$ cat config.mk
export PLATFORM = sky130hd
export DESIGN_NAME = pmcs_top
export DESIGN_NICKNAME = d
export VERILOG_FILES = /design/src/pmcs_pkg.sv /design/src/pmcs_stab_cnt.sv /design/src/pmcs_top.sv
export SDC_FILE = /design/constraint.sdc
export NUM_CORES = 1
export LEC_CHECK = 0
export BUFFER_PORTS_ARGS = -buffer_cell sky130_fd_sc_hd__buf_2
export CORE_ASPECT_RATIO = 0.6
export CORE_MARGIN = 2
export CORE_UTILIZATION = 55
export DETAILED_ROUTE_END_ITERATION = 7
export PLACE_DENSITY_LB_ADDON = 0.05
export SLEW_MARGIN = 15
export SYNTH_ARGS = -nofsm -noshare
export SYNTH_HDL_FRONTEND = slang
export SYNTH_SLANG_ARGS = --single-unit
$ cat constraint.sdc
create_clock -name clk -period 2 [get_ports clk]
set_input_delay 0.2 -clock clk [delete_from_list [all_inputs] [get_ports clk]]
set_output_delay 0.2 -clock clk [all_outputs]
set_load 0.05 [all_outputs]
$ cat src/pmcs_pkg.sv
package pmcs_pkg;

  // -----------------------------------------------------------------
  // Register map
  // -----------------------------------------------------------------
  localparam logic [3:0] SMC_OFFSET    = 4'h0;
  localparam int         SMC_HIGH_LOW_CLOCK_SELECT_BIT = 0;
  localparam int         SMC_IDLE_BIT  = 1;
  localparam int         SMC_FRDY_BIT  = 2;
  localparam int         SMC_SRDY_BIT  = 3;
  localparam int         SMC_QWAKE_BIT = 4;
  localparam int         SMC_CKS_LSB   = 5;
  localparam int         SMC_CKS_MSB   = 7;

  // Values after reset
  localparam logic [2:0] CKS_RESET     = 3'h0;
  localparam logic       QWAKE_RESET   = 1'b0;
  localparam logic       IDLE_RESET    = 1'b1;
  localparam logic       HIGH_LOW_CLOCK_SELECT_RESET   = 1'b1;

  // Lowest divider code that selects the high-speed clock
  localparam logic [2:0] CKS_FIRST_DIV = 3'h2;
  localparam logic [3:0] CKS_SHIFT_TOP = 4'h8;

  // -----------------------------------------------------------------
  // Stabilisation counts, in oscillator cycles
  // -----------------------------------------------------------------
  localparam int FAST_XTAL_CYCLES = 128;
  localparam int FAST_RC_CYCLES   = 16;
  localparam int SLOW_XTAL_CYCLES = 128;
  localparam int SLOW_RC_CYCLES   = 2;

  typedef enum logic [2:0] {
    ST_RUN,
    ST_DEEP,
    ST_LIGHT,
    ST_IDLE_LOW,
    ST_IDLE_FULL,
    ST_WAKE,
    ST_QUICK
  } pmcs_state_e;

endpackage

$ cat src/pmcs_stab_cnt.sv
`timescale 1ns/10ps
module pmcs_stab_cnt #(
  parameter int CNT_W = 8
) (
  input  wire logic             clk,
  input  wire logic             rst,
  input  wire logic             osc_on,
  input  wire logic             osc_tick,
  input  wire logic [CNT_W-1:0] target,
  output logic                  ready
);

  logic [CNT_W-1:0] cnt_q;
  logic [CNT_W-1:0] cnt_d;
  logic             rdy_q;
  logic             rdy_d;

  // Counts oscillator cycles since the oscillator was started
  always_comb begin
    cnt_d = cnt_q;
    rdy_d = rdy_q;
    if (!osc_on) begin
      cnt_d = '0;
      rdy_d = 1'b0;
    end else if (osc_tick && !rdy_q) begin
      cnt_d = cnt_q + 1'b1;
      rdy_d = (cnt_d >= target);
    end
  end

  always_ff @(posedge clk) begin
    if (rst) begin
      cnt_q <= '0;
      rdy_q <= 1'b0;
    end else begin
      cnt_q <= cnt_d;
      rdy_q <= rdy_d;
    end
  end

  assign ready = rdy_q;

endmodule

$ cat src/pmcs_top.sv
`timescale 1ns/10ps
module pmcs_top #(
  parameter int CNT_W        = 8,
  parameter int FAST_XTAL_CN = pmcs_pkg::FAST_XTAL_CYCLES,
  parameter int FAST_RC_CN   = pmcs_pkg::FAST_RC_CYCLES,
  parameter int SLOW_XTAL_CN = pmcs_pkg::SLOW_XTAL_CYCLES,
  parameter int SLOW_RC_CN   = pmcs_pkg::SLOW_RC_CYCLES
) (
  input  wire logic       clk,
  input  wire logic       rst,
  input  wire logic [3:0] reg_addr,
  input  wire logic [7:0] reg_wdata,
  input  wire logic       reg_wr,
  input  wire logic       reg_rd,
  output logic      [7:0] reg_rdata,
  input  wire logic       halt_req,
  input  wire logic       wake_req,
  input  wire logic       low_voltage_detect_enable,
  input  wire logic       system_osc_keep_on,
  input  wire logic       cfg_fast_is_crystal,
  input  wire logic       cfg_slow_is_crystal,
  input  wire logic       cfg_wdt_enable,
  input  wire logic       cfg_wdt_on_slow,
  input  wire logic       fast_osc_tick,
  input  wire logic       slow_osc_tick,
  output logic            fast_osc_enable,
  output logic            slow_osc_enable,
  output logic            slow_periph_clk_enable,
  output logic            wdt_run,
  output logic            cpu_run,
  output logic            sys_clk_tick,
  output logic      [2:0] power_state
);

  // -----------------------------------------------------------------
  // Register file
  // -----------------------------------------------------------------
  logic [2:0] clock_divider_select_q, clock_divider_select_d;
  logic       quick_wake_enable_q,    quick_wake_enable_d;
  logic       idle_on_halt_q,         idle_on_halt_d;
  logic       high_low_clock_select_q, high_low_clock_select_d;
  logic [7:0] rdata_q,                rdata_d;
  logic       slow_osc_ready;
  logic       fast_osc_ready;
  logic [7:0] smc_value;
  logic       hit;

  assign hit = (reg_addr == pmcs_pkg::SMC_OFFSET);

  always_comb begin
    smc_value = 8'h00;
    smc_value[pmcs_pkg::SMC_CKS_MSB:pmcs_pkg::SMC_CKS_LSB] = clock_divider_select_q;
    smc_value[pmcs_pkg::SMC_QWAKE_BIT] = quick_wake_enable_q;
    smc_value[pmcs_pkg::SMC_SRDY_BIT]  = slow_osc_ready;
    smc_value[pmcs_pkg::SMC_FRDY_BIT]  = fast_osc_ready;
    smc_value[pmcs_pkg::SMC_IDLE_BIT]  = idle_on_halt_q;
    smc_value[pmcs_pkg::SMC_HIGH_LOW_CLOCK_SELECT_BIT] = high_low_clock_select_q;
  end

  // Ready flags are read-only; writes to those bits are dropped
  always_comb begin
    clock_divider_select_d  = clock_divider_select_q;
    quick_wake_enable_d     = quick_wake_enable_q;
    idle_on_halt_d          = idle_on_halt_q;
    high_low_clock_select_d = high_low_clock_select_q;
    rdata_d                 = 8'h00;
    if (reg_wr && hit) begin
      clock_divider_select_d  = reg_wdata[pmcs_pkg::SMC_CKS_MSB:pmcs_pkg::SMC_CKS_LSB];
      quick_wake_enable_d     = reg_wdata[pmcs_pkg::SMC_QWAKE_BIT];
      idle_on_halt_d          = reg_wdata[pmcs_pkg::SMC_IDLE_BIT];
      high_low_clock_select_d = reg_wdata[pmcs_pkg::SMC_HIGH_LOW_CLOCK_SELECT_BIT];
    end
    if (reg_rd && hit) begin
      rdata_d = smc_value;
    end
  end

  always_ff @(posedge clk) begin
    if (rst) begin
      clock_divider_select_q  <= pmcs_pkg::CKS_RESET;
      quick_wake_enable_q     <= pmcs_pkg::QWAKE_RESET;
      idle_on_halt_q          <= pmcs_pkg::IDLE_RESET;
      high_low_clock_select_q <= pmcs_pkg::HIGH_LOW_CLOCK_SELECT_RESET;
      rdata_q                 <= 8'h00;
    end else begin
      clock_divider_select_q  <= clock_divider_select_d;
      quick_wake_enable_q     <= quick_wake_enable_d;
      idle_on_halt_q          <= idle_on_halt_d;
      high_low_clock_select_q <= high_low_clock_select_d;
      rdata_q                 <= rdata_d;
    end
  end

  assign reg_rdata = rdata_q;

  // -----------------------------------------------------------------
  // System clock source and divider
  // -----------------------------------------------------------------
  logic       sel_fast;
  logic [5:0] div_cnt_q, div_cnt_d;
  logic [5:0] div_mask;
  logic [3:0] div_shift;
  logic       div_tick;
  logic       src_tick;
  logic       src_ready;

  assign sel_fast  = high_low_clock_select_q ||
                     (clock_divider_select_q >= pmcs_pkg::CKS_FIRST_DIV);
  // Code 010 divides by 64, each step up halves the ratio
  assign div_shift = pmcs_pkg::CKS_SHIFT_TOP - {1'b0, clock_divider_select_q};
  assign div_mask  = 6'(({6'h00, 1'b1} << div_shift) - 7'h01);

  always_comb begin
    div_cnt_d = div_cnt_q;
    if (fast_osc_tick) begin
      div_cnt_d = div_cnt_q + 6'h01;
    end
  end

  always_ff @(posedge clk) begin
    if (rst) begin
      div_cnt_q <= 6'h00;
    end else begin
      div_cnt_q <= div_cnt_d;
    end
  end

  assign div_tick = fast_osc_tick && ((div_cnt_q & div_mask) == div_mask);

  always_comb begin
    if (high_low_clock_select_q) begin
      src_tick = fast_osc_tick;
    end else if (sel_fast) begin
      src_tick = div_tick;
    end else begin
      src_tick = slow_osc_tick;
    end
  end

  // -----------------------------------------------------------------
  // Power state machine
  // -----------------------------------------------------------------
  pmcs_pkg::pmcs_state_e state_q, state_d;
  logic                  light_keep_slow;
  logic                  quick_ok;

  // Slow clocks kept in light sleep
  assign light_keep_slow = low_voltage_detect_enable || (cfg_wdt_enable && cfg_wdt_on_slow);
  assign quick_ok = quick_wake_enable_q && cfg_fast_is_crystal && sel_fast;
  assign src_ready = sel_fast ? fast_osc_ready : slow_osc_ready;

  always_comb begin
    state_d = state_q;
    case (state_q)
      pmcs_pkg::ST_RUN: begin
        if (halt_req) begin
          if (!idle_on_halt_q) begin
            if (low_voltage_detect_enable || cfg_wdt_enable) begin
              state_d = pmcs_pkg::ST_LIGHT;
            end else begin
              state_d = pmcs_pkg::ST_DEEP;
            end
          end else if (system_osc_keep_on) begin
            state_d = pmcs_pkg::ST_IDLE_FULL;
          end else begin
            state_d = pmcs_pkg::ST_IDLE_LOW;
          end
        end
      end
      pmcs_pkg::ST_DEEP: begin
        if (wake_req) begin
          state_d = pmcs_pkg::ST_WAKE;
        end
      end
      // Quick wake from light, low idle
      pmcs_pkg::ST_LIGHT: begin
        if (wake_req) begin
          state_d = (quick_ok && light_keep_slow) ? pmcs_pkg::ST_QUICK : pmcs_pkg::ST_WAKE;
        end
      end
      pmcs_pkg::ST_IDLE_LOW: begin
        if (wake_req) begin
          state_d = quick_ok ? pmcs_pkg::ST_QUICK : pmcs_pkg::ST_WAKE;
        end
      end
      pmcs_pkg::ST_IDLE_FULL: begin
        if (wake_req) begin
          state_d = pmcs_pkg::ST_WAKE;
        end
      end
      pmcs_pkg::ST_WAKE: begin
        if (src_ready && src_tick) begin
          state_d = pmcs_pkg::ST_RUN;
        end
      end
      pmcs_pkg::ST_QUICK: begin
        if (fast_osc_ready) begin
          state_d = pmcs_pkg::ST_RUN;
        end
      end
      default: state_d = pmcs_pkg::ST_RUN;
    endcase
  end

  always_ff @(posedge clk) begin
    if (rst) begin
      state_q <= pmcs_pkg::ST_RUN;
    end else begin
      state_q <= state_d;
    end
  end

  // -----------------------------------------------------------------
  // Clock gating per state
  // -----------------------------------------------------------------
  always_comb begin
    fast_osc_enable = 1'b0;
    slow_osc_enable = 1'b1;
    wdt_run         = cfg_wdt_enable;
    cpu_run         = 1'b0;
    sys_clk_tick    = 1'b0;
    case (state_q)
      pmcs_pkg::ST_RUN: begin
        // Fast oscillator off on slow source
        fast_osc_enable = sel_fast;
        cpu_run         = 1'b1;
        sys_clk_tick    = src_tick;
      end
      pmcs_pkg::ST_DEEP: begin
        slow_osc_enable = 1'b0;
        wdt_run         = 1'b0;
      end
      pmcs_pkg::ST_LIGHT: begin
        slow_osc_enable = light_keep_slow;
      end
      pmcs_pkg::ST_IDLE_LOW: begin
        fast_osc_enable = 1'b0;
      end
      pmcs_pkg::ST_IDLE_FULL: begin
        fast_osc_enable = sel_fast;
        sys_clk_tick    = src_tick;
      end
      pmcs_pkg::ST_WAKE: begin
        fast_osc_enable = sel_fast;
      end
      pmcs_pkg::ST_QUICK: begin
        // Stable slow clock stands in while the crystal settles
        fast_osc_enable = 1'b1;
        cpu_run         = slow_osc_ready;
        sys_clk_tick    = slow_osc_tick && slow_osc_ready;
      end
      default: begin
        fast_osc_enable = 1'b1;
      end
    endcase
  end

  assign slow_periph_clk_enable = slow_osc_enable;
  assign power_state            = state_q;

  // -----------------------------------------------------------------
  // Oscillator ready flags
  // -----------------------------------------------------------------
  logic [CNT_W-1:0] fast_target;
  logic [CNT_W-1:0] slow_target;

  assign fast_target = cfg_fast_is_crystal ? CNT_W'(FAST_XTAL_CN) : CNT_W'(FAST_RC_CN);
  assign slow_target = cfg_slow_is_crystal ? CNT_W'(SLOW_XTAL_CN) : CNT_W'(SLOW_RC_CN);

  pmcs_stab_cnt #(.CNT_W(CNT_W)) u_fast_rdy (
    .clk      (clk),
    .rst      (rst),
    .osc_on   (fast_osc_enable),
    .osc_tick (fast_osc_tick),
    .target   (fast_target),
    .ready    (fast_osc_ready)
  );

  pmcs_stab_cnt #(.CNT_W(CNT_W)) u_slow_rdy (
    .clk      (clk),
    .rst      (rst),
    .osc_on   (slow_osc_enable),
    .osc_tick (slow_osc_tick),
    .target   (slow_target),
    .ready    (slow_osc_ready)
  );
endmodule

==> results.cfg, run 1 <==
[die]
die_y_um = 53.22
fp.dieW_um = 86.04
num_rows = 17
core_um2 = 3765
io-pin-count = 43
die_area_um2 = 4579
start_util_pct = 58.99

[global_route]
grt_overflow_total = 0
grt_antenna_before_repair = 0
met2_usage_pct = 34.11
grt_max_degree = 15
grt_pass1_wl_um = 8121
grt_busiest_layer = met1
grtUsageMet3_pct = 6.240
met1_usage_pct = 34.48
grt_pass1_vias = 1738
track_usage_pct = 23.72

[yosys]
synth_top_flop_cell = dfxtp_1
synth_edf_count = 0
syn_area_um2 = 2221
syn_avg_cell_area_um2 = 8.542
yosysTopAreaCell = dfxtp_1
synth_cell_types = 50
yosysTopAreaCellShare_pct = 36.96
synth_area_leaders = dfxtp_1 (37%), nor2_1 (6.1%), xor2_1 (5.5%)
synthesis.instances = 260
async_flop_share_pct = 0
synth_seq_area_share_pct = 36.96
yosysWarnings = 0
synth_seq_cells = 41
syn_nets = 294

[sta]
rsz0062_at_grt = yes
hold_violations = 0
setup_violations = 1
holdWs_ps = 116.3
skew_ps = 12.54
period_share_pct = 103.3
setup-tns-final_ps = -66.30
setup_slack_ps = -66.30
fmax_mhz = 484.0
final_max_slew_viol_count = 0
finalCriticalPeriod_ps = 2066

[place]
dp_hpwl_um = 3599
io_buffer_count = 40
place_ws_ps = 54.11
gp_congestion = 0.8116

[worst_setup_path]
critical_path_class = flop to primary output
path_max_fanout = 3
r2r_end = power_state[0]$_SDFFE_PP0P_
cp-end-kind = primary output
arrival_ps = 1870
r2r_slack_ps = 10
start_kind = flop
rr_startpoint = clock_divider_select_q[1]$_SDFFE_PP0P_
rr_worst_depth = 11
critPathRequiredTime_ps = 1800

[routing]
dr_total_vias = 1997
drt-initial-drc-count = 111
vias_per_cell = 5.563
drt_wl_total_um = 5025
post-route-drc-count = 0
drtAntennaViolNets = 0
dr.pass1.iters = 4
wl_per_cell_um = 14.00

[clock_tree]
root_buffer = clkbuf_8
cts_tree = done
cts_hold_buf = 0
htreeDepth = 2
cts_made_buffers = 5
cts_buffer_depth = 2
path_clk_slew_ps = 90
clk_latency_ps = 310
cts_sinks = 41

[cells_and_area]
diodes = 0
nets = 345
fillCellCount = 309
drive_gt1_share_pct = 26.92
post-route-util_pct = 71.42
multi_input_comb_area_um2 = 1368
ff_latch_area_um2 = 825.8
area_growth_pct = 21.07

[hold_path]
hold_class = primary input to flop
holdPathStages = 3
hold_start = reg_wdata[7]
hold_end = clock_divider_select_q[2]$_SDFFE_PP0P_

[run_status]
status = finished with violations
violations = setup timing

[power]
clock_power_share_pct = 21.7
p_leak_nw = 1.142
powerDensity_nw_per_um2 = 981.9
peakVddDrop_v = 0.0005256
sw_frac_of_total_pct = 42.81
seqPwrFrac_pct = 37.3
p_int_mw = 1.510
switchingPower_mw = 1.130
combPwrFrac_pct = 41.0

[flow_run]
drv_cap = 0
critical path, stage by stage (launching register included):
cell	delay, ps
dfxtp_2	370
nand3_4	90
ha_4	170
nor3b_2	180
a221oi_2	90
o221ai_2	160
a21oi_1	90
a41o_2	260
buf_8	150
synthesized netlist by cell type, types with 3 or more instances:
| cell type | count |
|---|---|
| xor2_1 | 14 |
| dfxtp_1 | 41 |
| nor2_1 | 36 |
| nand3_1 | 8 |
| nand2b_1 | 4 |
| ha_1 | 8 |
| buf_2 | 6 |
| nor3_1 | 7 |
| xnor2_1 | 11 |
| or3_1 | 5 |
| nor2b_1 | 4 |
| o21ai_0 | 9 |
| a211o_1 | 3 |
| inv_1 | 6 |
| a21oi_1 | 11 |
| and2_1 | 8 |
| mux2i_1 | 7 |
| and3_1 | 5 |
| nand2_1 | 23 |
| nand4_1 | 3 |
layout make-up:
class	instances	area share [%]
clock inverter	3	0.8376
clock buffer	5	2.559
timing repair buffer	55	12.01
inverter	6	0.8376
sequential	41	30.71
tap	47	2.187
multi-input combinational	202	50.86
timing repair:
action / CTS / global route
buffers inserted: 5 / 1
pin swaps: 4 / 1
cloned: 0 / 0
gates resized for setup: 12 / 4
endpoints found under the setup margin: 1 / 6
state kept, by name (all words and copies together), names as in the netlist:
signal,flops
power_state,3
idle_on_halt_q,1
u_fast_rdy.cnt_q,8
u_slow_rdy.ready,1
u_slow_rdy.cnt_q,8
u_fast_rdy.ready,1
reg_rdata,8
clock_divider_select_q,3
div_cnt_q,6
high_low_clock_select_q,1
quick_wake_enable_q,1
placed cells by master, fill, tap and decap left out, drive strengths merged, types with 8 or more instances in the layout:
cell / Yosys / layout
a21oi: 13 / 13
and2: 8 / 8
buf: 9 / 55
dfxtp: 41 / 41
ha: 8 / 8
nand2: 23 / 23
nand3: 8 / 8
nor2: 37 / 37
o21ai: 9 / 9
xnor2: 11 / 11
xor2: 14 / 14
how the worst max path moves through the flow:
stage | from | cells past startpoint | end | slack [ps]
3_5_place_dp | clock_divider_select_q[2]$_SDFFE_PP0P_ | 8 | sys_clk_tick | 50
3_3_place_gp | clock_divider_select_q[2]$_SDFFE_PP0P_ | 8 | sys_clk_tick | 90
4_1_cts | clock_divider_select_q[1]$_SDFFE_PP0P_ | 8 | sys_clk_tick | -40
2_1_floorplan | power_state[1]$_SDFFE_PP0P_ | 3 | cpu_run | 30
5_1_grt | clock_divider_select_q[2]$_SDFFE_PP0P_ | 8 | sys_clk_tick | -170
6_report | clock_divider_select_q[2]$_SDFFE_PP0P_ | 8 | sys_clk_tick | -70
per-stage QoR:
step / total power [mW] / std cells / area [um^2]
floorplan: 1.822 / 260 / 2222
global placement: 2.030 / 345 / 2489
detailed placement: 2.029 / 345 / 2489
CTS: 2.616 / 358 / 2660
global route: 2.778 / 359 / 2689
finish: 2.640 / 359 / 2689
per-layer routing:
| metal | part of all wire, % | vias to the layer above |
|---|---|---|
| li1 | - | 999 |
| met1 | 54 | 939 |
| met2 | 40 | 55 |
| met3 | 5.4 | 4 |
| met4 | 0.58 | 0 |
| met5 | 0 | - |
cell families after synthesis:
kind of cell               Yosys count  share of synthesized area (%)
adders and majority gates            8                          4.507
buffers and inverters               17                          3.718
other                                1                         0.1689
xor gates and xnor gates            25                          9.859
AOI/OAI and AO/OA                   45                          15.55
muxes                                7                          3.155
DFF                                 41                          36.96
and+or+nand+nor                    116                          26.08
power by group through the flow:
stage	combinational [mW]	clock [mW]	sequential (mW)
final	1.08	0.573	0.986
after global routing	1.17	0.613	0.998
after CTS	1.06	0.578	0.978
after detailed placement	1.03	0	0.997
after global placement	1.03	0	0.999
after floorplan	0.791	0	1.03
Note: power is estimated with default switching activity, not from simulation.
==> run 2: changes to the inputs <==
- CELL_PAD_IN_SITES_DETAIL_PLACEMENT: not set -> 0
- CELL_PAD_IN_SITES_GLOBAL_PLACEMENT: not set -> 2
- CORE_UTILIZATION: 55 -> 32
==> run 2 against run 1 <==
The run still ends with setup timing left. Global-route usage fell by 8.1 points. Register-to-register slack gained 150 ps. Via count decreased by 4.0%. Setup slack got worse by 29 ps. Design area increased by 5.0%. Critical path type unchanged. Critical endpoint unchanged. Highest routed layer unchanged.
==> results.cfg, run 2 (synthesis results as in run 1) <==
[cells_and_area]
final_cell_mix = buf_2 (39), nor2_1 (36), dfxtp_1 (35)
final_common_cell = buf_2
design_area_um2 = 2823
multi_input_comb_area_um2 = 1365
diodes = 0
drive_gt1_share_pct = 28.43
nets = 346
ff_latch_area_um2 = 828.3
area_growth_pct = 27.10
fillCellCount = 691

[sta]
setup-tns-final_ps = -95.06
rsz0062_at_grt = yes
skew_ps = 6.892
hold_violations = 0
period_share_pct = 104.8
fmax_mhz = 477.3
setup_violations = 1
setup_slack_ps = -95.06
finalCriticalPeriod_ps = 2095
final_max_slew_viol_count = 0

[place]
dp_hpwl_um = 4349
gp_congestion = 0.7926
placed_area_um2 = 2584
io_buffer_count = 40
place_ws_ps = 22.88

[routing]
drt_wl_total_um = 5624
dr.pass1.iters = 4
wl_per_cell_um = 14.06
drt-initial-drc-count = 76
vias_per_cell = 4.795
drtAntennaViolNets = 0
dr_total_vias = 1918
post-route-drc-count = 0

[flow_run]
drv_cap = 0

[clock_tree]
htreeDepth = 2
clk_latency_ps = 290
cts_hold_buf = 0
cts_buffer_depth = 2
cts_sinks = 41
cts_made_buffers = 5
root_buffer = clkbuf_16
path_clk_slew_ps = 60
cts_tree = done

[run_status]
status = finished with violations
violations = setup timing

[power]
peakVddDrop_v = 0.0008740
p_leak_nw = 1.190
powerDensity_nw_per_um2 = 1066

[worst_setup_path]
crit_path_cell_trace = nand3_2, ha_4, nor3b_2, a221oi_2, o221ai_2, a21oi_2, a41o_2, buf_8
cp_slowest_cell = dfxtp_2
max_stage_delay_ps = 330
critical_path_class = flop to primary output
start_kind = flop
cp_top_family = compound AO/OA/AOI/OAI gates
path_max_fanout = 3
crit_buf_inv = 1
critPathRequiredTime_ps = 1800
cp-end-kind = primary output
arrival_ps = 1900

[die]
die_area_um2 = 7645
die_y_um = 68.53
core_um2 = 6705
io-pin-count = 43
fp.dieW_um = 111.6
num_rows = 23
start_util_pct = 33.12

[global_route]
grt_max_degree = 14
grt_overflow_total = 0
grt_pass1_vias = 1768
track_usage_pct = 15.67
grt_pass1_wl_um = 9114
grt_antenna_before_repair = 0

[hold_path]
hold_class = primary input to flop
[run 2: routing by layer]
metal / GRT usage, % / wire length (um) / vias to the layer above
li1: - / - / 1011
met1: 24.95 / 3358 / 851
met2: 19.74 / 1919 / 52
met3: 4.371 / 292 / 4
met4: 4.167 / 53 / 0
met5: 0 / 0 / -
[run 2: repair_timing]
| item | in CTS | in global routing |
|---|---|---|
| setup buffers | 0 | 1 |
| pin swaps | 3 | 7 |
| resized for setup | 7 | 13 |
| setup endpoints to repair | 1 | 4 |
[run 2: path summary, 6_finish.rpt]
check	startpoint	endpoint	slack (ps)	cells after the start
max	clock_divider_select_q[0]$_SDFFE_PP0P_	sys_clk_tick	-100	8
min	reg_wdata[7]	clock_divider_select_q[2]$_SDFFE_PP0P_	140	3
max reg2reg	clock_divider_select_q[0]$_SDFFE_PP0P_	power_state[0]$_SDFFE_PP0P_	160	9
min reg2reg	u_fast_rdy.cnt_q[1]$_SDFFE_PP0P_	u_fast_rdy.cnt_q[1]$_SDFFE_PP0P_	490	2
[run 2: worst min-delay path, stage by stage]
cell	delay (ps)
buf_2	70
mux2i_1	50
nor2_1	70
[run 2: layout make-up]
type,instances,area share (%)
flip-flops and latches,41,29.34
clock buffers,6,4.566
inverters,6,0.7979
clock inverters,2,1.374
repair buffers,56,11.70
well taps,87,3.856
multi-input cells,202,48.36
[run 2: power breakdown]
part | total [mW] | switching (mW) | internal (mW) | leakage [nW]
logic | 1.08 | 0.694 | 0.388 | 0.774
registers | 0.991 | 0.111 | 0.880 | 0.335
clock network | 0.935 | 0.343 | 0.592 | 0.0810
[run 2: metrics by stage]
stage	power (mW)	hold WS, ps	instances	utilization (%)
finish	3.009	145.0	400	42.10
global placement	2.077	434.2	391	38.53
floorplan	1.822	343.9	260	-
global route	3.168	173.3	400	42.10
detailed placement	2.059	444.3	391	38.53
CTS	3.029	144.1	399	41.39
